===== src/pio_defs.svh =====
// constants of the parallel port block: register map, port indices, field positions
// assumes a 12-bit byte address on the register bus and 32-bit data words
`ifndef PIO_DEFS_SVH
`define PIO_DEFS_SVH

`define PIO_PORTS 13
`define PIO_BIDIR_PORTS 11
`define PIO_THR_PORTS 5
`define PIO_PW 16
`define PIO_AW 12

// port indices
`define PIO_IDX_P2 4'h0
`define PIO_IDX_XBIDIR 4'h1
`define PIO_IDX_P0L 4'h2
`define PIO_IDX_P8 4'h9
`define PIO_IDX_P3 4'ha
`define PIO_IDX_P5 4'hb
`define PIO_IDX_XIN 4'hc

// lane masks for the narrower ports
`define PIO_MASK_8 16'h00ff
`define PIO_MASK_15 16'h7fff
`define PIO_MASK_16 16'hffff

// register regions, 64 bytes each, one word per port
`define PIO_REG_DATA 6'h00
`define PIO_REG_DIR 6'h01
`define PIO_REG_OD 6'h02
`define PIO_REG_SET 6'h03
`define PIO_REG_CLR 6'h04
`define PIO_REG_MISC 6'h05
`define PIO_ADDR_THR 12'h140
`define PIO_ADDR_SYS 12'h144
`define PIO_ADDR_XPER 12'h148

// configuration bits that unlock the extension ports
`define PIO_SYS_EXT_BIT 2
`define PIO_XPER_EXT_BIT 3

// reset values
`define PIO_RST_WORD 16'h0000
`define PIO_RST_THR 5'h00

`endif


===== src/pio_pkg.sv =====
// types shared by the parallel port block
// assumes pio_defs.svh is on the include path
`include "pio_defs.svh"

package pio_pkg;

  typedef logic [`PIO_PW-1:0] port_word_t;

  // pad drive of every port line, packed per port
  typedef struct packed {
    logic [`PIO_PORTS-1:0][`PIO_PW-1:0] out;
    logic [`PIO_PORTS-1:0][`PIO_PW-1:0] oe;
  } pad_drive_t;

  typedef enum logic [3:0] {
    k_none, k_data, k_dir, k_od, k_set, k_clr, k_thr, k_sys, k_xper
  } reg_kind_t;

  typedef struct packed {
    reg_kind_t kind;
    logic [3:0] port;
  } reg_sel_t;

endpackage


===== src/parallel_io_ports.sv =====
// parallel i/o port logic: output latches, direction, open drain, thresholds, apb slave
// assumes apb master on core_clk; pins arrive asynchronous; peripheral signals on core_clk
//
// What this block does
// eleven bidirectional ports (16, 8 and 15 bits wide) plus two 16-bit input-only ports
// per-bit direction bit on bidirectional ports; input-only ports have none
// input lines have their driver off, pin floats
// seven bidirectional ports choose push-pull or open-drain per pin
// five ports choose ttl or cmos input threshold via a control register
// every pin sampled into the input latch each state time, any direction
// write to an input line only loads its output latch
// read of an input line returns the sampled pin
// read-modify-write on input line: pin value modified into output latch
// output line: write loads latch and driver puts it on the pin
// read of an output line returns the output latch
// read-modify-write on output line modifies latch, thus the pin
// single bits of the standard ports can be set or cleared alone
// extension ports allow only whole-word access, no bit access
// extension ports usable only with both configuration enable bits set
// each line serves software i/o or an on-chip peripheral
// after reset all lines are inputs, floating, push-pull selected
`timescale 1ns/1ps

module parallel_io_ports
  import pio_pkg::*;
#(
  parameter int PORTS = `PIO_PORTS,
  parameter int BIDIR_PORTS = `PIO_BIDIR_PORTS
) (
  input wire logic core_clk,
  input wire logic rst,
  input wire logic psel,
  input wire logic penable,
  input wire logic pwrite,
  input wire logic [`PIO_AW-1:0] paddr,
  input wire logic [31:0] pwdata,
  output logic [31:0] prdata,
  output logic pready,
  output logic pslverr,
  input wire logic [`PIO_PORTS-1:0][`PIO_PW-1:0] pin_in,
  output pad_drive_t pad,
  input wire logic [`PIO_PORTS-1:0][`PIO_PW-1:0] alt_sel,
  input wire logic [`PIO_PORTS-1:0][`PIO_PW-1:0] alt_out,
  input wire logic [`PIO_PORTS-1:0][`PIO_PW-1:0] alt_oe,
  output logic [`PIO_THR_PORTS-1:0] threshold_cmos,
  output logic ext_ports_enabled
);

  // the port map is fixed by the lane masks below
  initial begin
    if (PORTS != `PIO_PORTS || BIDIR_PORTS != `PIO_BIDIR_PORTS) begin
      $error("parallel_io_ports: port counts cannot be changed");
    end
  end

  port_word_t out_latch [PORTS];
  port_word_t direction_select [PORTS];
  port_word_t open_drain_select [PORTS];
  port_word_t sync_stage [PORTS];
  port_word_t in_latch [PORTS];
  port_word_t port_val [PORTS];
  logic [`PIO_THR_PORTS-1:0] input_threshold_control;
  port_word_t system_configuration;
  port_word_t extension_peripheral_config;
  logic ext_en;
  reg_sel_t sel;
  logic acc_ok;
  logic wr_take;
  port_word_t wdata;

  // usable lane mask of a port
  function automatic port_word_t width_mask(input logic [3:0] p);
    case (p) inside
      [`PIO_IDX_P0L:`PIO_IDX_P8]: width_mask = `PIO_MASK_8;
      `PIO_IDX_P3: width_mask = `PIO_MASK_15;
      default: width_mask = `PIO_MASK_16;
    endcase
  endfunction

  // ports whose drivers can run open drain
  function automatic logic has_od(input logic [3:0] p);
    has_od = (p == `PIO_IDX_P2) || (p == `PIO_IDX_XBIDIR) ||
             (p >= 4'h6 && p <= `PIO_IDX_P3);
  endfunction

  function automatic logic is_ext(input logic [3:0] p);
    is_ext = (p == `PIO_IDX_XBIDIR) || (p == `PIO_IDX_XIN);
  endfunction

  // address to register; holes and illegal combinations map to k_none
  function automatic reg_sel_t decode(input logic [`PIO_AW-1:0] a);
    reg_sel_t s;
    s.port = a[5:2];
    s.kind = k_none;
    if (a[1:0] == 2'b00) begin
      case (a[11:6])
        `PIO_REG_DATA: s.kind = k_data;
        `PIO_REG_DIR: s.kind = k_dir;
        `PIO_REG_OD: s.kind = k_od;
        `PIO_REG_SET: s.kind = k_set;
        `PIO_REG_CLR: s.kind = k_clr;
        `PIO_REG_MISC: begin
          if (a == `PIO_ADDR_THR) s.kind = k_thr;
          else if (a == `PIO_ADDR_SYS) s.kind = k_sys;
          else if (a == `PIO_ADDR_XPER) s.kind = k_xper;
        end
        default: s.kind = k_none;
      endcase
    end
    if (s.kind inside {k_data, k_dir, k_od, k_set, k_clr} && s.port >= 4'(PORTS)) s.kind = k_none;
    if (s.kind == k_dir && s.port >= 4'(BIDIR_PORTS)) s.kind = k_none;
    if (s.kind == k_od && !has_od(s.port)) s.kind = k_none;
    if ((s.kind == k_set || s.kind == k_clr) && is_ext(s.port)) s.kind = k_none;
    decode = s;
  endfunction

  assign ext_en = system_configuration[`PIO_SYS_EXT_BIT] &
                  extension_peripheral_config[`PIO_XPER_EXT_BIT];
  assign ext_ports_enabled = ext_en;
  assign threshold_cmos = input_threshold_control;

  // extension port registers answer with an error until both enables are set
  assign sel = decode(paddr);
  assign acc_ok = (sel.kind != k_none) &&
                  !(sel.kind inside {k_data, k_dir, k_od} && is_ext(sel.port) && !ext_en);
  assign wr_take = psel & penable & pwrite & acc_ok;
  assign wdata = pwdata[`PIO_PW-1:0];

  genvar g;
  generate
    for (g = 0; g < `PIO_PORTS; g++) begin : g_port
      localparam logic [3:0] GP = 4'(g);
      port_word_t gpio_oe;

      // two stages so the latch never sees a metastable pin; one sample per state time
      always_ff @(posedge core_clk or posedge rst) begin
        if (rst) begin
          sync_stage[g] <= `PIO_RST_WORD;
          in_latch[g] <= `PIO_RST_WORD;
        end else begin
          sync_stage[g] <= pin_in[g];
          in_latch[g] <= sync_stage[g];
        end
      end

      // output lines read the latch, input lines the pin
      assign port_val[g] = width_mask(GP) &
                           ((direction_select[g] & out_latch[g]) |
                            (~direction_select[g] & in_latch[g]));

      // open drain only pulls low; input lines float; extension port dark until enabled
      assign gpio_oe = direction_select[g] & ~(open_drain_select[g] & out_latch[g]) &
                       {`PIO_PW{!is_ext(GP) || ext_en}};

      // peripherals take the lines they claim
      assign pad.out[g] = width_mask(GP) & ((alt_sel[g] & alt_out[g]) | (~alt_sel[g] & out_latch[g]));
      // input-only ports never drive, not even for a peripheral
      assign pad.oe[g] = width_mask(GP) & {`PIO_PW{g < BIDIR_PORTS}} &
                         ((alt_sel[g] & alt_oe[g]) | (~alt_sel[g] & gpio_oe));
    end
  endgenerate

  // output latches: plain write, bit set and bit clear
  always_ff @(posedge core_clk or posedge rst) begin
    if (rst) begin
      for (int i = 0; i < `PIO_PORTS; i++) begin
        out_latch[i] <= `PIO_RST_WORD;
      end
    end else if (wr_take) begin
      case (sel.kind)
        k_data: out_latch[sel.port] <= wdata & width_mask(sel.port);
        // rmw: start from what a read returns, so input bits copy the pin
        k_set: out_latch[sel.port] <= (port_val[sel.port] | wdata) & width_mask(sel.port);
        k_clr: out_latch[sel.port] <= port_val[sel.port] & ~wdata;
        default: ;
      endcase
    end
  end

  // direction: zero means input
  always_ff @(posedge core_clk or posedge rst) begin
    if (rst) begin
      for (int i = 0; i < `PIO_PORTS; i++) begin
        direction_select[i] <= `PIO_RST_WORD;
      end
    end else if (wr_take && sel.kind == k_dir) begin
      direction_select[sel.port] <= wdata & width_mask(sel.port);
    end
  end

  // open-drain select: zero means push-pull
  always_ff @(posedge core_clk or posedge rst) begin
    if (rst) begin
      for (int i = 0; i < `PIO_PORTS; i++) begin
        open_drain_select[i] <= `PIO_RST_WORD;
      end
    end else if (wr_take && sel.kind == k_od) begin
      open_drain_select[sel.port] <= wdata & width_mask(sel.port);
    end
  end

  // threshold and configuration words
  always_ff @(posedge core_clk or posedge rst) begin
    if (rst) begin
      input_threshold_control <= `PIO_RST_THR;
      system_configuration <= `PIO_RST_WORD;
      extension_peripheral_config <= `PIO_RST_WORD;
    end else if (wr_take) begin
      case (sel.kind)
        k_thr: input_threshold_control <= pwdata[`PIO_THR_PORTS-1:0];
        k_sys: system_configuration <= wdata;
        k_xper: extension_peripheral_config <= wdata;
        default: ;
      endcase
    end
  end

  // read data and error captured in the setup cycle, so the slave never waits
  always_ff @(posedge core_clk or posedge rst) begin
    if (rst) begin
      prdata <= 32'h0000_0000;
      pslverr <= 1'b0;
    end else if (psel && !penable) begin
      pslverr <= !acc_ok;
      prdata <= 32'h0000_0000;
      if (acc_ok && !pwrite) begin
        case (sel.kind)
          k_data: prdata <= {16'h0000, port_val[sel.port]};
          k_dir: prdata <= {16'h0000, direction_select[sel.port]};
          k_od: prdata <= {16'h0000, open_drain_select[sel.port]};
          k_set, k_clr: prdata <= {16'h0000, port_val[sel.port]};
          k_thr: prdata <= {27'h000_0000, input_threshold_control};
          k_sys: prdata <= {16'h0000, system_configuration};
          k_xper: prdata <= {16'h0000, extension_peripheral_config};
          default: prdata <= 32'h0000_0000;
        endcase
      end
    end else if (!psel) begin
      pslverr <= 1'b0;
    end
  end

  // zero wait states
  assign pready = 1'b1;

endmodule


===== config.mk =====
export PLATFORM = sky130hd
export DESIGN_NAME = parallel_io_ports
export DESIGN_NICKNAME = d
export VERILOG_FILES = /design/src/pio_pkg.sv /design/src/parallel_io_ports.sv
export VERILOG_INCLUDE_DIRS = /design/src /design/src/src
export SDC_FILE = /design/constraint.sdc
export NUM_CORES = 2
export LEC_CHECK = 0
export BUFFER_PORTS_ARGS = -buffer_cell sky130_fd_sc_hd__buf_2
export CELL_PAD_IN_SITES_DETAIL_PLACEMENT = 2
export CELL_PAD_IN_SITES_GLOBAL_PLACEMENT = 2
export CORE_AREA = 2 2 525 527
export CTS_BUF_LIST = sky130_fd_sc_hd__clkbuf_8
export CTS_CLUSTER_DIAMETER = 120
export CTS_CLUSTER_SIZE = 28
export DETAILED_ROUTE_END_ITERATION = 16
export DIE_AREA = 0 0 527 529
export PLACE_DENSITY_LB_ADDON = 0.25
export RECOVER_POWER = 50
export SETUP_SLACK_MARGIN = 0.05
export SLEW_MARGIN = 10
export SYNTH_ARGS = -nofsm -noshare
export SYNTH_HDL_FRONTEND = slang
export SYNTH_SLANG_ARGS = --single-unit

===== constraint.sdc =====
create_clock -name core_clk -period 31.3 [get_ports core_clk]
set_clock_uncertainty 0.1 [all_clocks]
set_input_delay 6.26 -clock core_clk [delete_from_list [all_inputs] [get_ports core_clk]]
set_output_delay 6.26 -clock core_clk [all_outputs]
set_load 0.01 [all_outputs]

==> impl_results.md <==
- Post-route DRC: 0
- CTS Buffer Depth: 3
- Final Wtd Congestion: 0.9016
- WL/cell: around 27 um
- Critical path required time: 32.02 ns
- Grt ovf: 0
- Rel. slew slack: -160.7%
- DR pass1 iterations: 6
- Hold Crit Class: register to register
- Largest net degree at the start of global routing: between 70 and 80
- Ranking of synthesized cells by area: dfrtp_1 56%, mux2_2 11%, mux4_2 5.5%, nand2_1 4.7%, mux2i_1 3.5%
- Total track usage: 14.68%
- Fin nets: between 4,000 and 5,000
- Synth Flop Type: dfrtp_1
- Initial core utilization: 14.69%
- Avg Inst Size Synth: 12.07 um2
- Post-Route WL: 209,300 um
- DP HPWL: about 170,000 um
- Commonest cells post-synth: 899 x dfrtp_1, 506 x nand2_1, 405 x mux2_2, 260 x o21ai_0, 228 x clkbuf_1
- Crit Path Max Fanout: 68
- Fill cell count: 31,020
- Initial DRC Count: 1,306
- Final hold violation count: 0
- Global-route wire length before repair: 281,200 um
- Clock transition at path regs: 0.17 ns
- Vias in the first global route: 31,807
- # Max-Cap Violations: 21
- Setup Crit Path Kind: input pin to async pin
- Vias/cell: 3.784
- GRT busiest layer: met2
- H-Tree Depth: 2
- Met3 Use GR: 3.105%
- Area Overhead vs Synth: 20.91%
- Most frequent cell after synthesis: dfrtp_1
- Core area: 272,900 um2
- RSZ-0062 raised after global routing: false
- DR vias: 28,905
- Tcrit/Tclk final: 52.66%
- Postcts setup bufs: 0
- PwrDens: 40.54 nW/um2
- PostCTS Resize Cnt: 0
- TritonCTS buffer count: 42
- VDD IR max: 25.06 uV
- Leakage Power: 21.87 nW
- CTS sink cnt: 899
- Slew of the pin with the lowest slew margin: between 3 and 4 ns
- DP Worst Slack: around 18 ns
- Area leader, netlist: dfrtp_1
- Arr. time, crit path: between 15 and 20 ns
- Chip height: 529 um
- # port buffers: 849
- Post-synthesis cell type count: 77
- Seq/Total Area, Yosys: 56.13%
- Layout cells sized above 1: 36.85%
- Max-slew violations: ~750
- Element type at the critical path end: async pin
- Synth top area share: 56.13%
- GR Layer Usage met1: 17.94%
- Endpoints failing setup: 0
- Die ar.: 278,800 um2
- Reg area: 22,500 um2
- Die W: 527 um
- Synthesized area: approximately 40,000 um2
- # hold bufs at CTS: 0
- Footprint of the multi-input gates: 15,830 um2
- I/O Pins: 1,337
- Worst skew pair latency: about 0.83 ns
- Clock root buffer: clkbuf_8
- Cells after synthesis: 3,322
- CP startpoint kind: input pin
- Final worst slack: 14.82 ns
- Rows: 192
- Final Critical Period: 16.48 ns
- Syn. warnings: 0
- Worst Hold Depth: 0
- Async S/R FF share, synth: 100.0%
- DRT antenna net count: 0
- Max Freq: 60.67 MHz
- CTS tree: built
- Post-synth EDFFs: 0
- Synthesized flop and latch total: 899
- Grt met2 use: 26.11%
- Initial antenna violation count: 66
- Worst r2r path cells: 8
- Run status: finished with violations
- Setup tns final: 0 ns
- Total power: 1.965 mW
- Failing checks: max-capacitance violations, max-slew violations
==> layout make-up <==
| cell class | count | area share [%] |
|---|---|---|
| inverter | 21 | 0.1730 |
| multi-input combinational | 2126 | 32.67 |
| clock inverter | 16 | 0.4028 |
| sequential | 899 | 46.42 |
| antenna | 22 | 0.1136 |
| timing repair buffer | 920 | 9.679 |
| clock buffer | 45 | 1.278 |
| tap | 3589 | 9.266 |
==> per-stage QoR <==
| stage | utilization [%] | instance area [um2] | instances | hold WS (ns) |
|---|---|---|---|---|
| 3_3_place_gp | 17.50 | 47760 | 7555 | 0.2333 |
| 3_5_place_dp | 17.50 | 47760 | 7555 | 0.2362 |
| 2_1_floorplan | - | 40750 | 3499 | 0.2312 |
| 4_1_cts | 17.80 | 48570 | 7616 | 0.2252 |
| 6_report | 17.76 | 48460 | 7638 | 0.2282 |
| 5_1_grt | 17.74 | 48420 | 7619 | 0.2337 |
==> per-layer routing <==
metal | routed length, um | vias to the layer above
met3 | 11700 | 192
met4 | 5012 | 34
met5 | 202 | -
li1 | - | 12611
met1 | 86970 | 15138
met2 | 105400 | 930
==> placed cells by master, fill, tap and decap left out, types with 9 or more instances in the layout <==
cell type  netlist  layout
nor2_1          48      44
clkbuf_8         0      46
a22oi_1         17      17
nor2b_1         89      89
a211oi_1        47      47
mux4_2          97      97
buf_4          184      53
clkbuf_1       228      55
a221oi_1        38      38
nand2_1        506     502
a22o_1           9       9
mux2i_1        142     142
diode_2          0      22
o22ai_1         26      25
buf_2           18     809
nand3_1         44      42
a211o_1         11      11
mux2_2         405     405
dfrtp_1        899     899
a21oi_1         35      35
inv_1           20      18
conb_1           2     179
and2_1          43      42
o21ai_0        260     255
==> power breakdown <==
part | internal, mW | switching (mW)
sequential | 1.18 | 0.00744
clock | 0.151 | 0.410
combinational | 0.0714 | 0.144
total | 1.40 | 0.561
==> path summary, 6_finish.rpt <==
path                       slack, ns                                       start                                 to
min reg2reg                     0.23                   sync_stage[116]$_DFF_PP0_            in_latch[116]$_DFF_PP0_
min in group asynchronous       5.72                                         rst         out_latch[132]$_DFFE_PP0P_
min                             0.23                   sync_stage[116]$_DFF_PP0_            in_latch[116]$_DFF_PP0_
max in group core_clk          16.62                                    paddr[2]  direction_select[144]$_DFFE_PP0P_
max                            14.82                                         rst           sync_stage[24]$_DFF_PP0_
max reg2reg                    27.23  extension_peripheral_config[3]$_DFFE_PP0P_         out_latch[187]$_DFFE_PP0P_
==> critical path: stages <==
cell and delay [ns]:
clkbuf_1 0.08, clkinvlp_2 0.99, clkbuf_1 1.93, clkbuf_1 2.14, clkbuf_1 1.74, clkbuf_1 2.13
buf_4 0.91, buf_4 0.83
==> flip-flops by register name, indices dropped and copies added (netlist names) <==
name                         flops
direction_select               208
extension_peripheral_config     16
in_latch                       143
open_drain_select              208
out_latch                      143
prdata                          16
pslverr                          1
sync_stage                     143
system_configuration            16
threshold_cmos                   5
==> cell families after synthesis <==
| family | Yosys count | share of synthesized area [%] |
|---|---|---|
| other cells | 2 | 0.01874 |
| compound gates | 492 | 7.692 |
| buf+inv | 474 | 6.334 |
| mux | 647 | 20.48 |
| flops | 899 | 56.13 |
| simple gates | 808 | 9.349 |
No activity file was read; power rests on OpenSTA's default activity.
